===== config.mk =====
export PLATFORM = sky130hd
export DESIGN_NAME = i2c_read_seq
export DESIGN_NICKNAME = d
export VERILOG_FILES = /design/src/i2c_rd_pkg.sv /design/src/i2c_read_seq.sv /design/src/rx_fifo.sv
export SDC_FILE = /design/constraint.sdc
export NUM_CORES = 1
export LEC_CHECK = 0
export BUFFER_PORTS_ARGS = -buffer_cell sky130_fd_sc_hd__buf_2
export CAP_MARGIN = 30
export CORE_ASPECT_RATIO = 0.75
export CORE_MARGIN = 10
export CORE_UTILIZATION = 50
export DETAILED_ROUTE_END_ITERATION = 16
export PLACE_DENSITY = 0.69
export SLEW_MARGIN = 10
export SYNTH_ARGS = -nofsm -noshare
export SYNTH_HDL_FRONTEND = slang
export SYNTH_SLANG_ARGS = --single-unit

===== constraint.sdc =====
create_clock -name clk_sys -period 1.95 [get_ports clk_sys]
set_input_delay 0.39 -clock clk_sys [delete_from_list [all_inputs] [get_ports clk_sys]]
set_output_delay 0.39 -clock clk_sys [all_outputs]
set_load 0.005 [all_outputs]

===== src/i2c_rd_pkg.sv =====
/*
  constants, state encodings and carrier types for the two-wire read sequencer.
  assumes a single system clock of 100 MHz and open-drain pads outside.
*/
package i2c_rd_pkg;

  // =====================================================================
  // timing
  localparam int CLK_PERIOD_NS = 10;
  localparam int SCL_PERIOD_NS = 10000;
  localparam int QUARTER_CYC   = SCL_PERIOD_NS / (4 * CLK_PERIOD_NS);
  localparam int QCNT_W        = 9;

  // =====================================================================
  // data path
  localparam int DATA_W     = 8;
  localparam int FIFO_DEPTH = 16;

  // =====================================================================
  // address framing
  localparam logic [4:0] TEN_BIT_PREFIX = 5'h1e;
  localparam logic       DIR_WRITE      = 1'h0;
  localparam logic       DIR_READ       = 1'h1;
  localparam logic [3:0] LAST_DATA_BIT  = 4'h7;
  localparam logic [3:0] ACK_BIT        = 4'h8;
  localparam logic [1:0] IDX_FIRST      = 2'h0;
  localparam logic [1:0] IDX_SECOND     = 2'h1;
  localparam logic [1:0] IDX_READ       = 2'h2;

  // =====================================================================
  // types
  typedef enum logic [2:0]
  {
    ST_IDLE  = 3'h0,
    ST_START = 3'h1,
    ST_TX    = 3'h3,
    ST_WAIT  = 3'h2,
    ST_RX    = 3'h6,
    ST_HOLD  = 3'h7,
    ST_STOP  = 3'h5
  } seq_state_t;

  typedef struct packed
  {
    logic              valid;
    logic [DATA_W-1:0] data;
  } rx_push_t;

  typedef struct packed
  {
    seq_state_t        st;
    logic [QCNT_W-1:0] qcnt;
    logic [1:0]        ph;
    logic [3:0]        bitcnt;
    logic [1:0]        byte_idx;
    logic [7:0]        sh;
    logic [9:0]        addr;
    logic              ten_bit;
    logic              scl_lvl;
    logic              sda_lvl;
    logic              ack_received;
    logic              nack_flag;
    logic              stop_bit;
    logic              nak_sent;
    rx_push_t          push;
    logic              sda_m;
    logic              sda_s;
    logic              scl_m;
    logic              scl_s;
  } ctl_t;

  // =====================================================================
  // reset values
  localparam ctl_t CTL_RESET = '{st: ST_IDLE, scl_lvl: 1'h1, sda_lvl: 1'h1, sda_m: 1'h1,
                                 sda_s: 1'h1, scl_m: 1'h1, scl_s: 1'h1, default: '0};

endpackage


===== src/i2c_read_seq.sv =====
/*
  two-wire bus master read sequencer with 7-bit and 10-bit addressing.
  assumes open-drain pads outside: a pin is low while its enable is high.
*/
`timescale 1ns/1ps
module i2c_read_seq
  import i2c_rd_pkg::*;
#(
  parameter int QUARTER = QUARTER_CYC,
  parameter int DEPTH   = FIFO_DEPTH
)
(
  input  wire logic        clk_sys,
  input  wire logic        rstn,
  input  wire logic        start_req,
  input  wire logic        ten_bit_mode,
  input  wire logic [9:0]  slave_addr,
  input  wire logic        stop_set,
  input  wire logic        last_byte_nak,
  input  wire logic        transmit_interrupt_enable,
  input  wire logic        data_rd,
  input  wire logic        scl_i,
  output logic             scl_o,
  output logic             scl_oe,
  input  wire logic        sda_i,
  output logic             sda_o,
  output logic             sda_oe,
  output logic [7:0]       rx_data,
  output logic             receive_data_full,
  output logic             ack_received,
  output logic             nack_interrupt_flag,
  output logic             stop_bit,
  output logic             busy,
  output logic             rx_irq,
  output logic             nack_irq,
  output logic             tx_irq
);

  ctl_t       ctl_ff;
  ctl_t       nxt_ctl;
  logic [1:0] rst_pipe_ff;
  logic       rst_n_sync;
  logic       stretch;
  logic       tick;
  logic       fifo_room;

  // =====================================================================
  // reset release
  always_ff @(posedge clk_sys or negedge rstn)
  begin
    if (!rstn)
    begin
      rst_pipe_ff <= 2'h0;
    end
    else
    begin
      rst_pipe_ff <= {rst_pipe_ff[0], 1'b1};
    end
  end
  assign rst_n_sync = rst_pipe_ff[1];

  // =====================================================================
  // address bytes
  function automatic logic [7:0] addr_byte(input logic [1:0] idx,
                                           input logic       ten,
                                           input logic [9:0] a);
    logic [7:0] b;
    b = {a[6:0], DIR_READ};
    if (ten)
    begin
      b = {TEN_BIT_PREFIX, a[9:8], (idx == IDX_READ) ? DIR_READ : DIR_WRITE};
    end
    return b;
  endfunction

  // =====================================================================
  // bit timing
  assign stretch = ctl_ff.scl_lvl && !ctl_ff.scl_s;
  assign tick    = (ctl_ff.qcnt == QCNT_W'(QUARTER - 1)) && !stretch;

  // =====================================================================
  // sequencer
  always_comb
  begin
    nxt_ctl            = ctl_ff;
    nxt_ctl.push.valid = 1'b0;
    nxt_ctl.sda_m      = sda_i;
    nxt_ctl.sda_s      = ctl_ff.sda_m;
    nxt_ctl.scl_m      = scl_i;
    nxt_ctl.scl_s      = ctl_ff.scl_m;
    if (stop_set)
    begin
      nxt_ctl.stop_bit = 1'b1;
    end
    if (!stretch)
    begin
      nxt_ctl.qcnt = tick ? '0 : ctl_ff.qcnt + 1'b1;
    end
    if (tick)
    begin
      nxt_ctl.ph = ctl_ff.ph + 1'b1;
    end
    case (ctl_ff.st)
      ST_IDLE:
      begin
        if (start_req)
        begin
          nxt_ctl.st       = ST_START;
          nxt_ctl.ph       = 2'h0;
          nxt_ctl.qcnt     = '0;
          nxt_ctl.byte_idx = IDX_FIRST;
          nxt_ctl.addr     = slave_addr;
          nxt_ctl.ten_bit  = ten_bit_mode;
          nxt_ctl.sda_lvl  = 1'b1;
        end
      end
      ST_START:
      begin
        if (tick)
        begin
          case (ctl_ff.ph)
            2'h0:    nxt_ctl.scl_lvl = 1'b1;
            2'h1:    nxt_ctl.sda_lvl = 1'b0;
            2'h2:    nxt_ctl.scl_lvl = 1'b0;
            default:
            begin
              nxt_ctl.sh      = addr_byte(ctl_ff.byte_idx, ctl_ff.ten_bit, ctl_ff.addr);
              nxt_ctl.sda_lvl = nxt_ctl.sh[7];
              nxt_ctl.bitcnt  = 4'h0;
              nxt_ctl.st      = ST_TX;
            end
          endcase
        end
      end
      ST_TX:
      begin
        if (tick)
        begin
          case (ctl_ff.ph)
            2'h0:    nxt_ctl.scl_lvl = 1'b1;
            2'h1:
            begin
              if (ctl_ff.bitcnt == ACK_BIT)
              begin
                nxt_ctl.ack_received = !ctl_ff.sda_s;
                nxt_ctl.nack_flag    = ctl_ff.nack_flag || ctl_ff.sda_s;
              end
            end
            2'h2:    nxt_ctl.scl_lvl = 1'b0;
            default:
            begin
              if (ctl_ff.bitcnt != ACK_BIT)
              begin
                nxt_ctl.sh      = {ctl_ff.sh[6:0], 1'b1};
                nxt_ctl.sda_lvl = ctl_ff.sh[6];
                nxt_ctl.bitcnt  = ctl_ff.bitcnt + 1'b1;
              end
              else if (!ctl_ff.ack_received)
              begin
                nxt_ctl.st = ST_HOLD;
              end
              else if (ctl_ff.ten_bit && ctl_ff.byte_idx == IDX_FIRST)
              begin
                nxt_ctl.byte_idx = IDX_SECOND;
                nxt_ctl.sh       = ctl_ff.addr[7:0];
                nxt_ctl.sda_lvl  = ctl_ff.addr[7];
                nxt_ctl.bitcnt   = 4'h0;
              end
              else if (ctl_ff.ten_bit && ctl_ff.byte_idx == IDX_SECOND)
              begin
                nxt_ctl.byte_idx = IDX_READ;
                nxt_ctl.st       = ST_START;
                nxt_ctl.sda_lvl  = 1'b1;
              end
              else
              begin
                nxt_ctl.st      = ST_WAIT;
                nxt_ctl.sda_lvl = 1'b1;
              end
            end
          endcase
        end
      end
      ST_WAIT:
      begin
        if (fifo_room)
        begin
          nxt_ctl.st     = ST_RX;
          nxt_ctl.ph     = 2'h0;
          nxt_ctl.qcnt   = '0;
          nxt_ctl.bitcnt = 4'h0;
        end
      end
      ST_RX:
      begin
        if (tick)
        begin
          case (ctl_ff.ph)
            2'h0:    nxt_ctl.scl_lvl = 1'b1;
            2'h1:
            begin
              if (ctl_ff.bitcnt != ACK_BIT)
              begin
                nxt_ctl.sh = {ctl_ff.sh[6:0], ctl_ff.sda_s};
              end
            end
            2'h2:    nxt_ctl.scl_lvl = 1'b0;
            default:
            begin
              if (ctl_ff.bitcnt == LAST_DATA_BIT)
              begin
                nxt_ctl.push.valid = 1'b1;
                nxt_ctl.push.data  = ctl_ff.sh;
                nxt_ctl.bitcnt     = ACK_BIT;
                nxt_ctl.nak_sent   = last_byte_nak;
                nxt_ctl.sda_lvl    = last_byte_nak;
              end
              else if (ctl_ff.bitcnt == ACK_BIT)
              begin
                nxt_ctl.sda_lvl = 1'b1;
                if (ctl_ff.nak_sent)
                begin
                  nxt_ctl.nack_flag = 1'b1;
                  nxt_ctl.st        = ST_HOLD;
                end
                else
                begin
                  nxt_ctl.st = ST_WAIT;
                end
              end
              else
              begin
                nxt_ctl.bitcnt = ctl_ff.bitcnt + 1'b1;
              end
            end
          endcase
        end
      end
      ST_HOLD:
      begin
        if (ctl_ff.stop_bit)
        begin
          nxt_ctl.st      = ST_STOP;
          nxt_ctl.ph      = 2'h0;
          nxt_ctl.qcnt    = '0;
          nxt_ctl.sda_lvl = 1'b0;
        end
      end
      ST_STOP:
      begin
        if (tick)
        begin
          case (ctl_ff.ph)
            2'h0:    nxt_ctl.scl_lvl = 1'b1;
            2'h1:    nxt_ctl.sda_lvl = 1'b1;
            2'h2:    nxt_ctl.sda_lvl = 1'b1;
            default:
            begin
              nxt_ctl.stop_bit  = stop_set;
              nxt_ctl.nack_flag = 1'b0;
              nxt_ctl.st        = ST_IDLE;
            end
          endcase
        end
      end
      default: nxt_ctl = CTL_RESET;
    endcase
  end

  always_ff @(posedge clk_sys or negedge rst_n_sync)
  begin
    if (!rst_n_sync)
    begin
      ctl_ff <= CTL_RESET;
    end
    else
    begin
      ctl_ff <= nxt_ctl;
    end
  end

  // =====================================================================
  // receive buffer
  rx_fifo #(
    .WIDTH (DATA_W),
    .DEPTH (DEPTH)
  ) u_rx_fifo (
    .clk_sys   (clk_sys),
    .rst_n     (rst_n_sync),
    .in_valid  (ctl_ff.push.valid),
    .in_ready  (fifo_room),
    .in_data   (ctl_ff.push.data),
    .out_valid (receive_data_full),
    .out_ready (data_rd),
    .out_data  (rx_data)
  );

  // =====================================================================
  // outputs
  assign scl_o               = 1'b0;
  assign scl_oe              = !ctl_ff.scl_lvl;
  assign sda_o               = 1'b0;
  assign sda_oe              = !ctl_ff.sda_lvl;
  assign ack_received        = ctl_ff.ack_received;
  assign nack_interrupt_flag = ctl_ff.nack_flag;
  assign stop_bit            = ctl_ff.stop_bit;
  assign busy                = (ctl_ff.st != ST_IDLE);
  assign rx_irq              = receive_data_full;
  assign nack_irq            = ctl_ff.nack_flag;
  assign tx_irq              = transmit_interrupt_enable && (ctl_ff.st == ST_IDLE);
endmodule


===== src/rx_fifo.sv =====
/*
  small first-in first-out buffer with valid/ready on both sides.
  assumes one clock and an active-low reset already synchronised.
*/
`timescale 1ns/1ps
module rx_fifo
  import i2c_rd_pkg::*;
#(
  parameter int WIDTH = DATA_W,
  parameter int DEPTH = FIFO_DEPTH
)
(
  input  wire logic             clk_sys,
  input  wire logic             rst_n,
  input  wire logic             in_valid,
  output logic                  in_ready,
  input  wire logic [WIDTH-1:0] in_data,
  output logic                  out_valid,
  input  wire logic             out_ready,
  output logic      [WIDTH-1:0] out_data
);
  localparam int AW = $clog2(DEPTH);

  typedef struct packed
  {
    logic [AW-1:0] wr_ptr;
    logic [AW-1:0] rd_ptr;
    logic [AW:0]   count;
  } fifo_state_t;

  fifo_state_t      fst_ff;
  fifo_state_t      nxt_fst;
  logic [WIDTH-1:0] mem [DEPTH];
  logic             do_wr;
  logic             do_rd;

  // =====================================================================
  // flags
  assign in_ready  = (fst_ff.count != (AW+1)'(DEPTH));
  assign out_valid = (fst_ff.count != '0);
  assign out_data  = mem[fst_ff.rd_ptr];
  assign do_wr     = in_valid && in_ready;
  assign do_rd     = out_valid && out_ready;

  always_comb
  begin
    nxt_fst = fst_ff;
    if (do_wr)
    begin
      nxt_fst.wr_ptr = (fst_ff.wr_ptr == AW'(DEPTH - 1)) ? '0 : fst_ff.wr_ptr + 1'b1;
    end
    if (do_rd)
    begin
      nxt_fst.rd_ptr = (fst_ff.rd_ptr == AW'(DEPTH - 1)) ? '0 : fst_ff.rd_ptr + 1'b1;
    end
    case ({do_wr, do_rd})
      2'h2:    nxt_fst.count = fst_ff.count + 1'b1;
      2'h1:    nxt_fst.count = fst_ff.count - 1'b1;
      default: nxt_fst.count = fst_ff.count;
    endcase
  end

  always_ff @(posedge clk_sys or negedge rst_n)
  begin
    if (!rst_n)
    begin
      fst_ff <= '0;
    end
    else
    begin
      fst_ff <= nxt_fst;
    end
  end

  always_ff @(posedge clk_sys)
  begin
    if (do_wr)
    begin
      mem[fst_ff.wr_ptr] <= in_data;
    end
  end
endmodule


## Yosys cells after proc, flatten, opt, wreduce, memory -nomap -nowiden

Memories as Yosys holds them, arrays and structs flattened.
Cells that the tools add are included.
Widths: inputs -> output; s select.

- Add/sub/neg operators: 7
- Equality and inequality tests: 49
- Multiplexer cells: 94
- Bitwise logic cells: 9
- Reduce and logical (&&, ||, !) cells: 43

Operator list:

| operator | number |
|---|---|
| $mux 14 | 5 |
| $mux 8 | 8 |
| $mux 4 | 12 |
| $pmux 11 s4 | 1 |
| $mux 3 | 14 |
| $ne 2x2->1 const B | 20 |
| $pmux 8 s4 | 1 |
| $mux 10 | 3 |
| $mux 2 | 13 |
| $reduce_or 6->1 | 4 |
| $pmux 11 s2 | 1 |
| $reduce_and 11->1 | 2 |
| $pmux 3 s7 | 1 |
| $mux 1 | 20 |
| $pmux 10 s2 | 1 |
| $pmux 4 s5 | 1 |
| $mux 18 | 1 |
| $mux 9 | 2 |
| $ne 3x3->1 const B | 6 |
| $reduce_and 15->1 | 1 |
| $reduce_and 13->1 | 1 |
| $add 4x1->4 const B | 3 |
| $eq 4x4->1 const B | 3 |
| $reduce_or 4->1 | 3 |
| 39 further kinds | 75 |

- Bits in registers: 73
- RAM bits: 128
- Input bits: 20
- Output and inout bits: 20
- Word-level logic and storage cells: 227
- Memories kept: 1

Memories:

| memory | depth | width | rd ports | clocked after memory_dff | write ports | line | text |
|---|---|---|---|---|---|---|---|
| u_rx_fifo.mem | 16 | 8 | 1 | 0 | 1 | rx_fifo.sv:33 | `logic [WIDTH-1:0] mem [DEPTH];` |

## Depth between registers and ports, before layout

- Depth after elaboration: 9
- Mapped depth: 13
- Gate-level depth less buffers: 13

## Hierarchy

Synthesis repeated with hierarchy kept, for this count alone.

- Cells, all modules: 703
- Area total of the unflattened synthesis: 9330.2 um^2

Modules (own cells, without submodules):

| module | times used | cells an instance | area each (um^2) | seq. area each (um^2) |
|---|---|---|---|---|
| rx_fifo | 1 | 330 | 5854.4 | 4169.0 |
| i2c_read_seq | 1 | 373 | 3475.8 | 1508.9 |

## Worst setup path before layout

No wires, ideal clock.

- Path type: reg2reg
- From: register u_rx_fifo.fst_ff[1] (netlist bit)
- To: register u_rx_fifo.fst_ff[4] (netlist bit)
- Library setup time: 123 ps
- Data arrival time: 2568 ps
- Data required time: 1827 ps
- Path slack: -741 ps
- Cell stages (with the launch flop): 14
- Path buffers: 1
- Clock period less this slack: 2691 ps
- Path through: dfrtp_1 -> nor4_1 -> nand2_1 -> and2_1 -> clkbuf_1 -> ha_1 -> inv_1 -> fa_1 -> inv_1 -> a21o_1 -> a21oi_1 -> xnor2_1 -> nor2_1 -> xnor2_1

- Word-level cells in the longest chain between the ends: 4
- Elaborated cells on any way between the ends: 10
- Those cells by class: add/sub (2); eq/ne (3); mux (1); reduce/logical (4)

RTL lines:

| item | line | text |
|---|---|---|
| start: declaration | rx_fifo.sv:31 | `fifo_state_t fst_ff;` |
| start signal: assignment | rx_fifo.sv:71 | `fst_ff <= nxt_fst;` |
| $reduce_bool 5->1 (*) | rx_fifo.sv:40 | `assign out_valid = (fst_ff.count != '0);` |
| via receive_data_full | i2c_read_seq.sv:29 | `output logic receive_data_full,` |
| $logic_and 1x1->1 (*) | rx_fifo.sv:43 | `assign do_rd = out_valid && out_ready;` |
| via u_rx_fifo.do_rd | rx_fifo.sv:35 | `logic do_rd;` |
| $eq 2x1->1 / $eq 2x2->1 (equally long branches) | rx_fifo.sv:56 | `case ({do_wr, do_rd})` |
| $pmux 5 s2 / $reduce_bool 2->1 (equally long branches) | n/a |  |

The timed path passes the listed nets; every way through them passes the cells marked *.
A chain may end at the register's enable or synchronous reset.

## Final worst setup path

- From: register u_rx_fifo.fst_ff[5] (netlist bit)
- To: output rx_data[3]

- Word-level cells in the longest chain between the ends: 1

RTL lines:

| item | line | text |
|---|---|---|
| $mem_v2 16x8 | n/a |  |
| end: declaration | i2c_read_seq.sv:28 | `output logic [7:0] rx_data,` |

Every way passes these cells.

==> summary.md <==
| Metric | Value |
|---|---|
| Layout Nets | 884 |
| Dpl hpwl | 15200 um |
| Seq cells post-synth | 201 |
| TritonCTS Buffers | 21 |
| Most frequent cells in the layout | edfxtp_1, buf_4, dfrtp_1 |
| Antenna-violating nets left | 0 |
| Mean Syn Cell Area | between 10 and 15 sq um |
| Initial Util | 0.514 |
| VDD IR max | 0.000506 V |
| Row count | 42 |
| Status | finished, violations left |
| Worst Path Arrival | 2.16 ns |
| Tcrit/Tclk final | 1.31 |
| Register area share after synthesis | 0.620 |
| CP required | 1.56 ns |
| Final wirelength | 23000 um |
| Crit Reg-Reg Endpoint | u_rx_fifo.fst_ff[4] |
| Die Ht | 137 um |
| Critical Path Sink Type | output pin |
| Core outline area | ~18000 sq um |
| Comb power frac | 0.249 |
| Critical path type | flip-flop to output pin |
| Internal power | 8.23 mW |
| 1st-pass router iterations | 5 |
| CTS tree | done |
| Max clock buf depth | 3 |
| Clk_skew | 0.0156 ns |
| Max Cap Viol | 0 |
| Period minus WS final | 2.55 ns |
| Max Freq | just under 0.4 GHz |
| Setup ws final | -0.602 ns |
| Clk pin slew, worst setup/hold paths | 0.06 ns |
| Rel. slew slack | 0.491 |
| Post-route insts no fill | 1100 |
| Slew Limit Fails | 0 |
| Worst-Margin Slew | 0.763 ns |
| R2R Setup Slk | -0.46 ns |
| Sw Share | 0.277 |
| Commonest non-fill, non-tap cell in the layout | edfxtp_1 |
| Final hold violations | 0 |
| WHS Endpoint | ctl_ff[1] |
| Vias | 6443 |
| Synthesized area | 9160 sq um |
| Clock power frac | 0.328 |
| Layout cells sized above 1 | 0.381 |
| CTS H-tree depth | 1 |
| Clk root buf | clkbuf_16 |
| Psw | 3.15 mW |
| PwrDens | 968 nW/um^2 |
| Initial antenna violation count | 0 |
| Drt initial violations | 567 |
| R2r startpoint | u_rx_fifo.fst_ff[2] |
| Footprint of the multi-input gates | 3690 sq um |
| Ys async rst share | 0.363 |
| Final core occ | 0.660 |
| Layout Area Growth over Synthesis | 28.3% |
| YS warnings | 0 |
| Number of distinct library cells after synthesis | 69 |
| Later-pin clock latency in the skew report | 0.50 ns |
| Hold Startpoint | scl_i |
| Die footprint | approximately 24000 sq um |
| Total grt overflow | 0 |
| # fillers | between 1000 and 1500 |
| Sequential cell area | 5680 sq um |
| Flop pwr share | 0.422 |
| Setup violators final | 40 |
| Vias in the first global route | 6493 |
| Largest net degree at the start of global routing | 29 |
| DR DRC count | 0 |
| Gr usage total | 0.187 |
| Critical path peak fanout | 5 |
| Buffers on Ports | 37 |
| Unrepaired setup endpoints after global routing | yes |
| CP startpoint kind | flip-flop |
| Via/cell ratio | 5.86 |
| Clock Sinks | 201 |
| First-pass GRT wire length | 35900 um |
| Leak | slightly below 5 nW |
| R2r worst-path depth | 11 |
| I/O pin total | 40 |
| Violated checks | setup timing |
| RePlAce Congestion | 0.946 |
| Dpl cells | 1038 |
| Diode count | 0 |
| Min-Delay Path Class | primary input to flip-flop |
| Drt wl/cell | 20.9 um |
| EDFF count, synth | approximately 130 |
| Hold Path Depth | 2 |
| Commonest register cell after synthesis | edfxtp_1 |
| Die width | 176 um |
| Mapped Cells | about 700 |
## per-layer routing
| metal | share of wire | GRT usage | vias up | routed length [um] |
|---|---|---|---|---|
| met1 | 0.45 | 0.268 | 3225 | 10400 |
| met4 | 0.014 | 0.0352 | 0 | 325 |
| met5 | 0 | 0 | - | 0 |
| met2 | 0.46 | 0.288 | 267 | 10500 |
| li1 | - | - | 2921 | - |
| met3 | 0.075 | 0.0410 | 30 | 1730 |
## area by class of cell
class | count | share of cell area
tap | 242 | 0.0258
multi-input combinational | 440 | 0.314
clock inverter | 7 | 0.00607
inverter | 23 | 0.00777
clock buffer | 31 | 0.0479
sequential | 201 | 0.484
timing repair buffer | 156 | 0.115
## synthesized netlist by cell type (11+ instances only)
master    instances  share of area
inv_1            21         0.0086
edfxtp_1        128           0.42
buf_2            12         0.0066
dfrtp_1          67           0.18
clkbuf_1         17         0.0070
a21oi_1          38          0.021
ha_1             20          0.027
nand2_1          55          0.023
and2_1           18          0.012
mux2_2           12          0.015
a22oi_1          11         0.0090
nand3_1          11         0.0060
mux2i_1          26          0.028
nor2_1           41          0.017
mux4_2           16          0.039
o21ai_0          48          0.026
a22o_1           20          0.019
## metrics by stage
step	instance area [sq um]	total power, mW	setup TNS [ns]	hold slack [ns]	setup WS, ns
global placement	10400	7.14	-2.24	0.176	-0.333
detailed placement	10400	7.21	-5.48	0.179	-0.413
floorplan	9260	6.28	-1.02	0.0944	-0.393
global route	11800	11.9	-12.08	0.0935	-0.658
finish	11800	11.4	-8.92	0.0995	-0.602
CTS	11400	11.3	-7.48	0.0832	-0.582
## worst max path at each step
stage                   startpoint                   to  slack, ns  cells after the start
3_3_place_gp   u_rx_fifo.fst_ff[2]  u_rx_fifo.fst_ff[4]      -0.33                     13
2_1_floorplan  u_rx_fifo.fst_ff[2]  u_rx_fifo.fst_ff[4]      -0.39                     13
6_report       u_rx_fifo.fst_ff[5]           rx_data[3]      -0.60                      6
3_5_place_dp   u_rx_fifo.fst_ff[2]  u_rx_fifo.fst_ff[4]      -0.41                     13
5_1_grt        u_rx_fifo.fst_ff[5]           rx_data[7]      -0.66                      6
4_1_cts        u_rx_fifo.fst_ff[5]           rx_data[3]      -0.58                      6
## power by group through the flow
stage                     sequential (mW)  clock, mW  combinational, mW
after floorplan                      4.82          0               1.46
after global placement               4.88          0               2.26
after detailed placement             4.89          0               2.32
after CTS                            4.80       3.79               2.75
after global routing                 4.82       3.94               3.10
final                                4.81       3.74               2.84
## repair_timing
action / CTS / global route
gates resized for setup: 80 / 69
buffers inserted: 13 / 11
gates cloned: 2 / 2
hold endpoints to repair: 2 / 0
setup endpoints to repair: 114 / 161
hold buffers: 1 / 0
pin swaps: 35 / 28
## critical path, stage by stage (launching register included)
cell,delay (ns)
dfrtp_2,0.42
buf_6,0.15
buf_12,0.12
mux4_2,0.56
a22oi_2,0.19
nand2_1,0.09
buf_2,0.13
## logic make-up (layout without fill, tap and decap cells)
kind of cell	count (synthesis)	count (layout)	share of synthesized area
AO/OA/AOI/OAI	171	171	0.127
buffers and inverters	63	217	0.0303
flip-flops	201	201	0.620
adder cells (fa/ha/maj)	21	21	0.0295
multiplexers	55	55	0.0837
AND/OR/NAND/NOR	175	176	0.0956
other	2	3	0.000820
XOR/XNOR	14	14	0.0134
## sequential cells by signal, summed over array words and instances (netlist names)
signal / flops
u_rx_fifo.fst_ff: 13
ctl_ff: 55
nack_interrupt_flag: 1
stop_bit: 1
u_rx_fifo.mem: 128
ack_received: 1
rst_pipe_ff: 2
Note: power is estimated with default switching activity, not from simulation.
